**config.mk**
```make
export PLATFORM = sky130hd
export DESIGN_NAME = pirq_unit
export DESIGN_NICKNAME = d
export VERILOG_FILES = /design/src/hw/pirq_pkg.sv /design/src/hw/pirq_unit.sv
export SDC_FILE = /design/constraint.sdc
export NUM_CORES = 1
export LEC_CHECK = 0
export ABC_CLOCK_PERIOD_IN_PS = 2600
export BUFFER_PORTS_ARGS = -buffer_cell sky130_fd_sc_hd__buf_2
export CORE_ASPECT_RATIO = 1.4
export CORE_MARGIN = 2
export CORE_UTILIZATION = 44
export CTS_BUF_LIST = sky130_fd_sc_hd__clkbuf_4 sky130_fd_sc_hd__clkbuf_8
export CTS_CLUSTER_SIZE = 30
export DETAILED_ROUTE_END_ITERATION = 12
export MAX_ROUTING_LAYER = met4
export PLACE_DENSITY_LB_ADDON = 0.08
export SLEW_MARGIN = 25
export SYNTH_ARGS = -nofsm -noshare
export SYNTH_HDL_FRONTEND = slang
export SYNTH_SLANG_ARGS = --single-unit
```
**constraint.sdc**
```tcl
create_clock -name ref_clk -period 2.6 [get_ports ref_clk]
set_input_delay 0.26 -clock ref_clk [delete_from_list [all_inputs] [get_ports ref_clk]]
set_output_delay 0.26 -clock ref_clk [all_outputs]
set_load 0.05 [all_outputs]
```
**src/hw/pirq_pkg.sv**
```systemverilog
// package of the prioritized interrupt request unit: register indices,
// reset values, field positions and the fixed per-source ranking.
// assumes a 32-bit apb register port in which each index takes one word.
package pirq_pkg;

  // apb geometry: byte address is four times the register index
  localparam int          ADDR_W = 14;
  localparam int          DATA_W = 32;
  localparam int          IDX_W  = 12;

  // register indices
  localparam logic [11:0] IDX_REQ0 = 12'hFC0; // request_pending_timers_adc
  localparam logic [11:0] IDX_ENH0 = 12'hFC1; // priority_enable_high, timers/adc
  localparam logic [11:0] IDX_ENL0 = 12'hFC2; // priority_enable_low, timers/adc
  localparam logic [11:0] IDX_REQ2 = 12'hFC6; // request_pending_port_c
  localparam logic [11:0] IDX_ENH2 = 12'hFC7; // priority_enable_high, port c
  localparam logic [11:0] IDX_ENL2 = 12'hFC8; // priority_enable_low, port c
  localparam logic [11:0] IDX_CTRL = 12'hFCF; // global enable and watchdog enable
  localparam logic [11:0] IDX_STAT = 12'hFD0; // sticky event status, read clears
  localparam logic [11:0] IDX_MASK = 12'hFD1; // event mask for bus_irq

  // reset values
  localparam logic [7:0]  REQ_RST  = 8'h00;
  localparam logic [7:0]  EN_RST   = 8'h00;
  localparam logic [7:0]  CTRL_RST = 8'h00;

  // control register fields
  localparam int          GIE_BIT    = 7;
  localparam int          WDT_EN_BIT = 0;

  // sources in fixed rank order, index 0 ranks highest
  localparam int          NUM_SRC  = 11;
  localparam int          NUM_TRAP = 4;
  localparam int          SRC_WDT  = 0;
  localparam int          SRC_POSC = 1;
  localparam int          SRC_WOSC = 2;
  localparam int          SRC_ILL  = 3;
  localparam int          SRC_T1   = 4;
  localparam int          SRC_T0   = 5;
  localparam int          SRC_ADC  = 6;
  localparam int          SRC_PC3  = 7;

  // where each maskable source sits in its request and enable registers
  localparam logic [10:0] SRC_IN_REQ2 = 11'h780;
  localparam logic [2:0]  SRC_BIT [0:10] = '{3'h0, 3'h0, 3'h0, 3'h0,
                                             3'h6, 3'h5, 3'h0,
                                             3'h3, 3'h2, 3'h1, 3'h0};
  localparam logic [1:0]  LVL_TOP  = 2'h3;
  localparam logic [1:0]  LVL_OFF  = 2'h0;

  typedef logic [3:0] pirq_vec_t;

endpackage

```
**src/hw/pirq_unit.sv**
```systemverilog
// prioritized interrupt request unit: pending latches, three-level
// priority with fixed in-level rank, vectored forward to the core.
// assumes one clock, single-cycle request pulses and an apb master.
//
// Contract
// - Three levels exist and any pending level 3 beats level 2, which beats level 1.
// - Among pending requests at one level the fixed per-source rank decides.
// - Watchdog (when enabled), both oscillator-fail traps and illegal instruction rank at level 3.
// - A request pulse sets its pending bit, which stays set until cleared.
// - Core acknowledgement clears the pending bit of the acknowledged request.
// - A software write of 0 to a pending bit clears that request.
// - With global enable set, the selected pending request is forwarded as a vectored interrupt.
// - With global enable clear nothing maskable is forwarded and reads return current pending bits.
// - First request register: bit 6 timer 1, bit 5 timer 0, bit 0 converter, 1 meaning pending.
// - Second request register bits 3 to 0 hold port c pins 3 to 0; bits 7 to 4 are written zero.
// - Two enable bits per source encode priority: 00 off, 01 level 1, 10 level 2, 11 level 3.
// - Global enable clears on write 0, acknowledgement, reset and traps; write 1 sets it.
//
// Our own choice: the APB slave port.
`timescale 1ns/1ps

module pirq_unit (
  // clock and reset
  input  wire  logic                          ref_clk,
  input  wire  logic                          nrst,
  // apb slave
  input  wire  logic                          psel,
  input  wire  logic                          penable,
  input  wire  logic                          pwrite,
  input  wire  logic [pirq_pkg::ADDR_W-1:0]   paddr,
  input  wire  logic [pirq_pkg::DATA_W-1:0]   pwdata,
  output logic       [pirq_pkg::DATA_W-1:0]   prdata,
  output logic                                pready,
  output logic                                pslverr,
  // request pulses from peripherals and trap logic
  input  wire  logic                          timer_one_pulse,
  input  wire  logic                          timer_zero_pulse,
  input  wire  logic                          converter_pulse,
  input  wire  logic [3:0]                    portc_pulse,
  input  wire  logic                          watchdog_pulse,
  input  wire  logic                          posc_fail_pulse,
  input  wire  logic                          wosc_fail_pulse,
  input  wire  logic                          illegal_op_pulse,
  // processor core side
  output logic                                core_irq,
  output pirq_pkg::pirq_vec_t                 core_vector,
  input  wire  logic                          core_ack,
  // summary interrupt of the bus event status
  output logic                                bus_irq
);
  import pirq_pkg::*;

  logic                 sync1_q;
  logic                 rst_n;
  logic [NUM_SRC-1:0]   src_set;
  logic [NUM_SRC-1:0]   pend_q;
  logic [NUM_SRC-1:0]   pend_d;
  logic [NUM_SRC-1:0]   wr_clr;
  logic [NUM_SRC-1:0]   ack_clr;
  logic [NUM_SRC-1:0]   elig;
  logic [1:0]           lvl [NUM_SRC];
  logic [7:0]           enh0_q;
  logic [7:0]           enl0_q;
  logic [7:0]           enh2_q;
  logic [7:0]           enl2_q;
  logic                 gie_q;
  logic                 wdt_en_q;
  logic [NUM_SRC-1:0]   stat_q;
  logic [NUM_SRC-1:0]   mask_q;
  logic                 sel_found;
  logic [1:0]           sel_lvl;
  pirq_vec_t            sel_idx;
  logic                 ack_take;
  logic [IDX_W-1:0]     idx;
  logic                 addr_hit;
  logic                 acc_end;
  logic                 wr_req0;
  logic                 wr_req2;
  logic                 rd_stat;
  logic [DATA_W-1:0]    rdata;
  logic [7:0]           req0_view;
  logic [7:0]           req2_view;
  logic [DATA_W-1:0]    prdata_q;
  logic                 pready_q;
  logic                 pslverr_q;
  logic                 core_irq_q;
  pirq_vec_t            core_vec_q;
  logic                 bus_irq_q;

  // reset release through two flip-flops
  always_ff @(posedge ref_clk or negedge nrst) begin
    if (!nrst) begin
      sync1_q <= 1'b0;
      rst_n   <= 1'b0;
    end else begin
      sync1_q <= 1'b1;
      rst_n   <= sync1_q;
    end
  end

  // source pulses in rank order; watchdog only counts when enabled
  assign src_set = {portc_pulse[0], portc_pulse[1], portc_pulse[2], portc_pulse[3],
                    converter_pulse, timer_zero_pulse, timer_one_pulse,
                    illegal_op_pulse, wosc_fail_pulse, posc_fail_pulse,
                    watchdog_pulse & wdt_en_q};

  // apb decode; a transfer ends on the second access cycle
  assign idx      = paddr[ADDR_W-1:2];
  assign addr_hit = (paddr[1:0] == 2'h0) &&
                    (idx == IDX_REQ0 || idx == IDX_ENH0 || idx == IDX_ENL0 ||
                     idx == IDX_REQ2 || idx == IDX_ENH2 || idx == IDX_ENL2 ||
                     idx == IDX_CTRL || idx == IDX_STAT || idx == IDX_MASK);
  assign acc_end  = psel && penable && pready_q;
  assign wr_req0  = acc_end && pwrite && addr_hit && idx == IDX_REQ0;
  assign wr_req2  = acc_end && pwrite && addr_hit && idx == IDX_REQ2;
  assign rd_stat  = acc_end && !pwrite && addr_hit && idx == IDX_STAT;

  // core acknowledges the vector it currently sees
  assign ack_take = core_ack && core_irq_q;

  // per-source pending bit, level and eligibility
  genvar g;
  generate
    for (g = 0; g < NUM_SRC; g++) begin : gen_src
      if (g < NUM_TRAP) begin : gen_trap
        assign lvl[g]    = LVL_TOP;
        assign wr_clr[g] = 1'b0;
      end else begin : gen_mask
        // two enable bits give the level
        assign lvl[g]    = SRC_IN_REQ2[g] ? {enh2_q[SRC_BIT[g]], enl2_q[SRC_BIT[g]]}
                                          : {enh0_q[SRC_BIT[g]], enl0_q[SRC_BIT[g]]};
        // a zero written to the bit clears it
        assign wr_clr[g] = SRC_IN_REQ2[g] ? (wr_req2 && !pwdata[SRC_BIT[g]])
                                          : (wr_req0 && !pwdata[SRC_BIT[g]]);
      end
      assign ack_clr[g] = ack_take && (core_vec_q == pirq_vec_t'(g));
      // pulse wins over any clear in the same cycle
      assign pend_d[g]  = src_set[g] | (pend_q[g] & ~wr_clr[g] & ~ack_clr[g]);
      // maskable sources need global enable; traps do not
      assign elig[g]    = pend_q[g] && (lvl[g] != LVL_OFF) && (g < NUM_TRAP || gie_q);
    end
  endgenerate

  // pending register
  always_ff @(posedge ref_clk or negedge rst_n) begin
    if (!rst_n) begin
      pend_q <= '0;
    end else begin
      pend_q <= pend_d;
    end
  end

  // highest level wins, lower index wins a tie
  always_comb begin
    sel_found = 1'b0;
    sel_lvl   = LVL_OFF;
    sel_idx   = '0;
    for (int i = NUM_SRC - 1; i >= 0; i--) begin
      if (elig[i] && lvl[i] >= sel_lvl) begin
        sel_found = 1'b1;
        sel_lvl   = lvl[i];
        sel_idx   = pirq_vec_t'(i);
      end
    end
  end

  // forward to the core; drop one cycle after an acknowledge
  always_ff @(posedge ref_clk or negedge rst_n) begin
    if (!rst_n) begin
      core_irq_q <= 1'b0;
      core_vec_q <= '0;
    end else begin
      core_irq_q <= sel_found && !ack_take;
      core_vec_q <= sel_idx;
    end
  end

  // enable registers
  always_ff @(posedge ref_clk or negedge rst_n) begin
    if (!rst_n) begin
      enh0_q <= EN_RST;
      enl0_q <= EN_RST;
      enh2_q <= EN_RST;
      enl2_q <= EN_RST;
    end else if (acc_end && pwrite && addr_hit) begin
      if (idx == IDX_ENH0) enh0_q <= pwdata[7:0];
      if (idx == IDX_ENL0) enl0_q <= pwdata[7:0];
      if (idx == IDX_ENH2) enh2_q <= pwdata[7:0];
      if (idx == IDX_ENL2) enl2_q <= pwdata[7:0];
    end
  end

  // global enable: acknowledge and traps clear it ahead of a write
  always_ff @(posedge ref_clk or negedge rst_n) begin
    if (!rst_n) begin
      gie_q    <= CTRL_RST[GIE_BIT];
      wdt_en_q <= CTRL_RST[WDT_EN_BIT];
    end else begin
      if (ack_take || |src_set[NUM_TRAP-1:0]) begin
        gie_q <= 1'b0;
      end else if (acc_end && pwrite && addr_hit && idx == IDX_CTRL) begin
        gie_q <= pwdata[GIE_BIT];
      end
      if (acc_end && pwrite && addr_hit && idx == IDX_CTRL) begin
        wdt_en_q <= pwdata[WDT_EN_BIT];
      end
    end
  end

  // sticky event status and mask; a new event beats the read clear
  always_ff @(posedge ref_clk or negedge rst_n) begin
    if (!rst_n) begin
      stat_q    <= '0;
      mask_q    <= '0;
      bus_irq_q <= 1'b0;
    end else begin
      // a read clears only the bits it reported, so an event at the capture edge survives
      stat_q    <= (rd_stat ? (stat_q & ~prdata_q[NUM_SRC-1:0]) : stat_q) | src_set;
      bus_irq_q <= |(stat_q & mask_q);
      if (acc_end && pwrite && addr_hit && idx == IDX_MASK) begin
        mask_q <= pwdata[NUM_SRC-1:0];
      end
    end
  end

  // read views; reserved bits read zero
  assign req0_view = {1'b0, pend_q[SRC_T1], pend_q[SRC_T0], 4'h0, pend_q[SRC_ADC]};
  assign req2_view = {4'h0, pend_q[SRC_PC3 +: 4]};

  // read mux for the current address
  always_comb begin
    rdata = '0;
    case (idx)
      IDX_REQ0: rdata[7:0] = req0_view;
      IDX_REQ2: rdata[7:0] = {req2_view[7:4], req2_view[0], req2_view[1],
                              req2_view[2], req2_view[3]};
      IDX_ENH0: rdata[7:0] = enh0_q;
      IDX_ENL0: rdata[7:0] = enl0_q;
      IDX_ENH2: rdata[7:0] = enh2_q;
      IDX_ENL2: rdata[7:0] = enl2_q;
      IDX_CTRL: begin
        rdata[GIE_BIT]    = gie_q;
        rdata[WDT_EN_BIT] = wdt_en_q;
      end
      IDX_STAT: rdata[NUM_SRC-1:0] = stat_q;
      IDX_MASK: rdata[NUM_SRC-1:0] = mask_q;
      default:  rdata = '0;
    endcase
    if (!addr_hit) begin
      rdata = '0;
    end
  end

  // apb answer: one wait state, error on unmapped or unaligned address
  always_ff @(posedge ref_clk or negedge rst_n) begin
    if (!rst_n) begin
      pready_q  <= 1'b0;
      pslverr_q <= 1'b0;
      prdata_q  <= '0;
    end else begin
      pready_q  <= psel && penable && !pready_q;
      pslverr_q <= psel && penable && !pready_q && !addr_hit;
      if (psel && penable && !pready_q) begin
        prdata_q <= pwrite ? '0 : rdata;
      end
    end
  end

  assign prdata      = prdata_q;
  assign pready      = pready_q;
  assign pslverr     = pslverr_q;
  assign core_irq    = core_irq_q;
  assign core_vector = core_vec_q;
  assign bus_irq     = bus_irq_q;

  // pulse on timer 1 always shows as pending next cycle
  chk_pulse_sets_pend: assert property (@(posedge ref_clk) disable iff (!rst_n)
    timer_one_pulse |=> pend_q[SRC_T1])
    else $error("timer 1 pulse did not set its pending bit");

  // clearing write and pulse together keep the bit
  chk_set_beats_clear: assert property (@(posedge ref_clk) disable iff (!rst_n)
    (wr_req0 && !pwdata[6] && timer_one_pulse) |=> pend_q[SRC_T1] ##1
      (pend_q[SRC_T1] || $past(ack_clr[SRC_T1]) || $past(wr_clr[SRC_T1])))
    else $error("pending bit lost on simultaneous pulse and clear");

  // zero write clears converter request
  chk_write_clears: assert property (@(posedge ref_clk) disable iff (!rst_n)
    (wr_req0 && !pwdata[0] && !converter_pulse) |=> !pend_q[SRC_ADC])
    else $error("write of zero did not clear converter request");

  // acknowledge clears the acknowledged bit and drops global enable
  chk_ack_clears: assert property (@(posedge ref_clk) disable iff (!rst_n)
    (ack_take && core_vec_q == pirq_vec_t'(SRC_T0) && !timer_zero_pulse)
      |=> !pend_q[SRC_T0] && !gie_q)
    else $error("acknowledge left pending bit or global enable set");

  // a trap pulse drops global enable
  chk_trap_gie: assert property (@(posedge ref_clk) disable iff (!rst_n)
    illegal_op_pulse |=> !gie_q)
    else $error("trap did not clear global enable");

  // a write of one sets global enable when no ack or trap clears it
  chk_gie_set: assert property (@(posedge ref_clk) disable iff (!rst_n)
    (acc_end && pwrite && addr_hit && idx == IDX_CTRL && pwdata[GIE_BIT] && !ack_take &&
     !(|src_set[NUM_TRAP-1:0])) |=> gie_q)
    else $error("write of one did not set global enable");

  // maskable vectors only leave while global enable was set
  chk_gie_gate: assert property (@(posedge ref_clk) disable iff (!rst_n)
    (core_irq_q && core_vec_q >= pirq_vec_t'(NUM_TRAP)) |-> $past(gie_q))
    else $error("maskable request forwarded with global enable clear");

  // a pending trap always wins
  chk_trap_first: assert property (@(posedge ref_clk) disable iff (!rst_n)
    (core_irq_q && $past(|pend_q[NUM_TRAP-1:0])) |-> core_vec_q < pirq_vec_t'(NUM_TRAP))
    else $error("trap pending but maskable vector presented");

  // timer 0 never wins over a higher-level or same-level timer 1
  chk_level_order: assert property (@(posedge ref_clk) disable iff (!rst_n)
    (core_irq_q && core_vec_q == pirq_vec_t'(SRC_T0))
      |-> !($past(pend_q[SRC_T1]) && $past(lvl[SRC_T1]) > $past(lvl[SRC_T0])))
    else $error("lower level request beat a higher level");

  chk_rank_order: assert property (@(posedge ref_clk) disable iff (!rst_n)
    (core_irq_q && core_vec_q == pirq_vec_t'(SRC_T0))
      |-> !($past(pend_q[SRC_T1]) && $past(lvl[SRC_T1]) == $past(lvl[SRC_T0])))
    else $error("lower ranked source beat a higher ranked one");

  // disabled source is never presented
  chk_disabled_src: assert property (@(posedge ref_clk) disable iff (!rst_n)
    (core_irq_q && core_vec_q == pirq_vec_t'(SRC_ADC)) |-> $past(lvl[SRC_ADC]) != LVL_OFF)
    else $error("disabled converter request was forwarded");

  // read of first request register shows pending bits
  chk_req0_read: assert property (@(posedge ref_clk) disable iff (!rst_n)
    (psel && penable && !pready_q && !pwrite && addr_hit && idx == IDX_REQ0)
      |=> prdata_q[6] == $past(pend_q[SRC_T1]) && prdata_q[0] == $past(pend_q[SRC_ADC]))
    else $error("first request register read mismatch");

  // read of port c register shows pin 3 in bit 3
  chk_req2_read: assert property (@(posedge ref_clk) disable iff (!rst_n)
    (psel && penable && !pready_q && !pwrite && addr_hit && idx == IDX_REQ2)
      |=> prdata_q[3] == $past(pend_q[SRC_PC3]) && prdata_q[7:4] == 4'h0)
    else $error("port c request register read mismatch");

endmodule

```
; ---- Word-level counts from Yosys, hierarchy flattened
; Index checks and enable logic that the tools add are counted.
[classes]
multipliers = 0
eq_ne = 19
magnitude_cmp = 11
n_bitwise = 52
n_div = 0
muxes = 41
reduce_logical = 94
n_shift = 0
n_addsub = 0
[op_table]
columns = op, n
row1 = "equality test 12 bit, second input constant", 9
row2 = logical AND 1 bit, 59
row3 = case mux 6 bit (8 select lines), 1
row4 = two-way mux 4 bit, 11
row5 = two-way mux 11 bit, 3
row6 = bitwise AND 11 bit, 2
row7 = two-way mux 2 bit, 10
row8 = bitwise AND 1 bit, 19
row9 = NOT 1 bit, 18
row10 = "equality test 4 x 3 -> 1 bit, second input constant", 4
row11 = nonzero test 2 bit, 8
row12 = two-way mux 1 bit, 13
row13 = "equality test 4 bit, second input constant", 3
row14 = >= comparator 2 bit, 6
row15 = NOT 11 bit, 1
row16 = bitwise OR 1 bit, 11
row17 = bitwise OR 11 bit, 1
row18 = OR reduction 11 bit, 1
row19 = logical NOT 1 bit, 10
row20 = logical OR 1 bit, 9
row21 = case mux 1 bit (9 select lines), 1
row22 = "equality test 4 x 2 -> 1 bit, second input constant", 2
row23 = ">= comparator 2 bit, first input constant", 4
row24 = AND reduction 2 bit, 4
row25 = other kinds (7), 7
[word_totals]
memories = 0
rom_bits = 0
reg_bits = 109
ram_bits = 0
inputBits = 63
elab_cells = 234
output_inout_bits = 40
latchBits = 0

; ---- Logic depth before layout (Yosys ltp)
[depth]
word_depth = 36
depth_mapped = 40
depth_no_buf = 39

; ---- Worst setup path after synthesis
; Ideal clock, no wire load.
[synth_path]
path_kind = register to register
from = register gie_q
to = register core_vec_q[0] (netlist: core_vector[0])
setup_ns = 0.095
period_less_slack_ns = 7.171
path_buffers = 1
arrival_ns = 7.076
required_ns = 2.505
path_stages_with_launch = 40
path_slack_ns = -4.571
cell_sequence = dfrtp_1 -> buf_4 -> and3_1 -> ha_1 -> nor3b_1 -> nor2_1 -> a32o_1 -> ha_1 -> nand2b_1 -> a21oi_1 -> nor2_1 -> a211oi_1 -> nor2_1 -> ha_1 -> nand2b_1 -> a21oi_1 -> nor2_1 -> a31o_2 -> [4 not listed] -> a2111o_1 -> a221oi_1 -> a221o_2 -> a21oi_1 -> a21oi_1 -> ha_1 -> nand2b_1 -> a21oi_1 -> nor2_1 -> o41ai_1 -> a21oi_1 -> ha_1 -> nand2b_1 -> a21oi_1 -> nor2_1 -> or3_1 -> o32a_1 -> o31ai_1
[synth_via]
elab_chain_cells = 33
word_cells_on_any_way = 48
classes_between = order compare: 10 / mux: 20 / reduce/logical: 18
[synth_rtl]
columns = element, line
row1 = from (decl), pirq_unit.sv:66  ; logic gie_q;
row2 = from (signal assigned), pirq_unit.sv:196  ; gie_q <= CTRL_RST[GIE_BIT];
row3 = from (signal assigned), pirq_unit.sv:202  ; gie_q <= pwdata[GIE_BIT];
row4 = logical AND 1 bit, pirq_unit.sv:140  ; assign elig[g] = pend_q[g] && (lvl[g] != LVL_OFF) && (g < NUM_TRAP || gie_q);
row5 = logical AND 1 bit, pirq_unit.sv:159  ; if (elig[i] && lvl[i] >= sel_lvl) begin
row6 = two-way mux 2 bit, pirq_unit.sv:159
row7 = >= comparator 2 bit, pirq_unit.sv:159
row8 = logical AND 1 bit, pirq_unit.sv:159
row9 = two-way mux 2 bit, pirq_unit.sv:159
row10 = >= comparator 2 bit, pirq_unit.sv:159
row11 = logical AND 1 bit, pirq_unit.sv:159
row12 = [18 not listed], -
row13 = two-way mux 2 bit, pirq_unit.sv:159
row14 = >= comparator 2 bit, pirq_unit.sv:159
row15 = logical AND 1 bit, pirq_unit.sv:159
row16 = two-way mux 2 bit, pirq_unit.sv:159
row17 = >= comparator 2 bit, pirq_unit.sv:159
row18 = logical AND 1 bit, pirq_unit.sv:159
row19 = two-way mux 4 bit *, pirq_unit.sv:159
row20 = named net sel_idx[0], pirq_unit.sv:72  ; pirq_vec_t sel_idx;
row21 = to (signal assigned), pirq_unit.sv:174  ; core_vec_q <= sel_idx;
row22 = to (decl), pirq_unit.sv:87  ; pirq_vec_t core_vec_q;
; Mark *: on every way through the listed nets, which the timed path passes. The rest lies on a longest branch.
; A chain may end at the register's enable or synchronous reset.

; ---- Final worst setup path
[layout_path]
from = register pend_q[10]
to = register core_vec_q[0] (netlist: core_vector[0])
[layout_via]
elab_chain_cells = 34
word_cells_on_any_way = 43
classes_between = order compare: 10 / mux: 20 / reduce/logical: 13
[layout_rtl]
columns = element, line
row1 = from (decl), pirq_unit.sv:56  ; logic [NUM_SRC-1:0] pend_q;
row2 = from (signal assigned), pirq_unit.sv:149  ; pend_q <= pend_d;
row3 = logical AND 1 bit * (2 in series), pirq_unit.sv:140
row4 = logical AND 1 bit *, pirq_unit.sv:159
row5 = two-way mux 2 bit *, pirq_unit.sv:159
row6 = >= comparator 2 bit, pirq_unit.sv:159
row7 = logical AND 1 bit, pirq_unit.sv:159
row8 = two-way mux 2 bit, pirq_unit.sv:159
row9 = >= comparator 2 bit, pirq_unit.sv:159
row10 = logical AND 1 bit, pirq_unit.sv:159
row11 = [18 not listed], -
row12 = two-way mux 2 bit, pirq_unit.sv:159
row13 = >= comparator 2 bit, pirq_unit.sv:159
row14 = logical AND 1 bit, pirq_unit.sv:159
row15 = two-way mux 2 bit, pirq_unit.sv:159
row16 = >= comparator 2 bit, pirq_unit.sv:159
row17 = logical AND 1 bit, pirq_unit.sv:159
row18 = two-way mux 4 bit *, pirq_unit.sv:159
row19 = named net sel_idx[0], pirq_unit.sv:72
; Marks and branches as above.

==> results by group <==
Timing
  • Slew HR: 0.572
  • Tcrit/Tclk final: 2.62
  • Finish-stage setup viols: 5
  • PnR worst setup slack: -4220 ps
  • Hold Slack: 90.2 ps
  • Max-slew violations: 0
  • FMAX: 147 MHz
  • Unrepaired setup endpoints after global routing: true
  • Final hold vios: 0
  • Setup_tns: -20520 ps
  • Worst Tran Pin Value: 642 ps
  • Fin crit period: 6820 ps
  • Max Clock Skew: 11.4 ps

Setup path
  • CP required: 2860 ps
  • CP max stage delay: 410 ps
  • WP buf/inv: 0
  • Worst path top cell family by delay: compound AO/OA/AOI/OAI gates
  • Crit Reg-Reg Startpoint: pend_q[10]
  • R2R setup slack: -4220 ps
  • Critical path peak fanout: 4
  • FF-to-FF End: core_vector[0]
  • Slowest cell on crit path: dfrtp_1
  • Worst Reg-to-Reg Cells: 38
  • Crit Path Category: reg2reg
  • Critical Path Sink Type: flip-flop
  • Arrival time worst endpoint: 7090 ps
  • CP most frequent cell: nand2b_4
  • Crit start category: flip-flop

Cells and area
  • Final Core Density: 0.587
  • Area of the multi-input gates: 0.00258 mm^2
  • Fillcell total: 933
  • Layout cells sized above 1: 0.409
  • N_diodes: 0
  • Register Area: 0.00221 mm^2
  • Layout net count: 664
  • Area Overhead vs Synth: 29.1%

Floorplan
  • # IOs: 103
  • Rows: 44
  • Die width: 91.8 um
  • Core ar.: 0.0105 mm^2
  • Die area: 0.0117 mm^2
  • Initial Util: 0.454
  • DIE HEIGHT: 127 um

Power
  • Peak supply drop: 0.514 mV
  • Lkg Pwr: 2.80 nW
  • PwrDens: 434 mW/mm^2

Clocking
  • Clock Tree Root: clkbuf_8
  • Sink Count: 88
  • Clock buffer count from CTS: 9
  • Worst-Skew Late Latency: 360 ps
  • H-Tree Depth: 3
  • Reg clk slew, reported paths: 90 ps
  • CTS tree: yes
  • Max Root-Sink Buffers: 2

Placement
  • # port buffers: 60
  • Routability cong.: 0.841
  • DP HPWL: 10600 um

Yosys
  • Yosys top cell by area: dfrtp_1
  • Syn Std Cell Area: 0.00475 mm^2
  • Cells after synthesis: 458
  • Ys flop type: dfrtp_1
  • Post-synthesis sequential area ratio: 0.463
  • Avg Cell Area, Syn: 10.4 um^2
  • Post-synth EDFFs: 0
  • Netlist cell types: 58
  • Share of async-settable or async-resettable flops after synthesis: 1.00
  • Most common cell in the netlist: dfrtp_1
  • Yosys reg bits: 88
  • Top cell type's share of synthesized area: 0.463
  • Main area contributors after synthesis: dfrtp_1 (46%), mux2_2 (8.5%), nand2_1 (3.6%)
  • Commonest cells in the netlist: dfrtp_1 (88), nand2_1 (46), mux2_2 (36)
  • Synth warnings: 0

Global routing
  • Largest net degree at the start of global routing: 72
  • Initial antenna violation count: 0
  • Number of global-route vias before repair: 4296
  • Global-route wire length before repair: 22700 um
  • Grt total ovfl: 0
  • All-Layer GR Usage: 0.261

Detailed routing
  • Routed vias: 4123
  • Routed WL: 14000 um
  • Vias per inst: 5.61
  • TritonRoute pass-1 iters: 7
  • Drc violations: 0
  • WL per Instance: 19.1 um
  • Initial detailed-routing violation count: 286
  • Routed Antenna Nets: 0

Outcome
  • Status: complete, but fails checks
  • Failing checks: setup timing

Job
  • Max-cap violations: 0

Worst hold path
  • Worst hold start: timer_one_pulse
  • Worst Hold End: stat_q[4]
  • Hold path depth: 2
  • Worst hold path class: in2reg
flip-flops by register name, summed over array words and instances (netlist names), 4 cells and up:
name / cells
enh2_q: 8
core_vector: 4
enl2_q: 8
stat_q: 11
enl0_q: 8
prdata: 11
pend_q: 11
enh0_q: 8
mask_q: 11
how the worst max path moves through the flow:
stage | startpoint | end | slack [ps] | cells after the start
after floorplan | gie_q | core_vector[0] | -4130 | 39
after global placement | gie_q | core_vector[0] | -4130 | 38
after detailed placement | gie_q | core_vector[0] | -4400 | 38
after CTS | pend_q[10] | core_vector[0] | -4130 | 38
after global routing | pend_q[10] | core_vector[0] | -4530 | 38
final | pend_q[10] | core_vector[0] | -4220 | 38
layout by cell type (no fill, tap or decap), drive strengths merged, types with 4 or more instances in the layout:
cell type	netlist	layout
buf	33	138
dfrtp	88	88
nand2	48	48
mux2	42	42
conb	2	22
o21ai	22	22
nor2	21	21
a21oi	21	21
a22oi	19	19
nand2b	18	18
inv	12	13
nand3	13	13
a21o	11	11
nor3	10	10
clkbuf	3	10
a22o	9	9
ha	9	9
a211oi	8	8
o221ai	7	7
nand4	5	5
and3	5	5
or3	4	4
nor2b	4	4
cell type report:
type                       instances  share of cell area
tap                              138              0.0281
sequential                        88               0.359
multi-input combinational        342               0.421
clock inverter                     6              0.0137
inverter                          12             0.00734
clock buffer                      10              0.0214
timing repair buffer             139               0.149
through the flow:
| step | cells | worst slack, ps | cell area, um^2 | power, W |
|---|---|---|---|---|
| 2_1_floorplan | 478 | -4130 | 4920 | 0.00159 |
| 3_3_place_gp | 700 | -4130 | 5610 | 0.00166 |
| 3_5_place_dp | 700 | -4400 | 5610 | 0.00166 |
| 4_1_cts | 732 | -4130 | 6070 | 0.00269 |
| 5_1_grt | 735 | -4530 | 6140 | 0.00277 |
| 6_report | 735 | -4220 | 6140 | 0.00266 |
power by group:
group	switching (W)	internal [W]	total (W)
logic	0.000186	0.0000558	0.000241
registers	0.0000132	0.00138	0.00139
clock network	0.000479	0.000551	0.00103
worst reg2reg max path, delay by kind of cell, from the launching register on:
kind / cells / cell delay [ps]
AOI/OAI and AO/OA: 16 / 2680
adders and majority gates: 6 / 1500
DFF: 1 / 410
and+or+nand+nor: 16 / 2130
kinds of logic after synthesis:
family / count (synthesis) / synth area share
AOI/OAI and AO/OA: 124 / 0.185
buffers and inverters: 48 / 0.0608
muxes: 45 / 0.111
other: 2 / 0.00158
DFF: 88 / 0.463
adders and majority gates: 9 / 0.0237
and+or+nand+nor: 142 / 0.155
routing by layer:
metal,wire [um],GRT usage,vias up
met3,471,0.0283,29
met5,0,-,-
met1,5660,0.312,2062
met2,7510,0.452,124
met4,403,0.103,0
li1,-,-,1908
repair_timing:
| action | 4_1_cts | 5_1_grt |
|---|---|---|
| hold buffers | 1 | 0 |
| pin swaps | 5 | 8 |
| endpoints found under the setup margin | 5 | 5 |
| gates resized for setup | 22 | 9 |
| hold endpoints to repair | 2 | 0 |
| buffers inserted | 15 | 5 |
No activity file was read; power rests on OpenSTA's default activity.
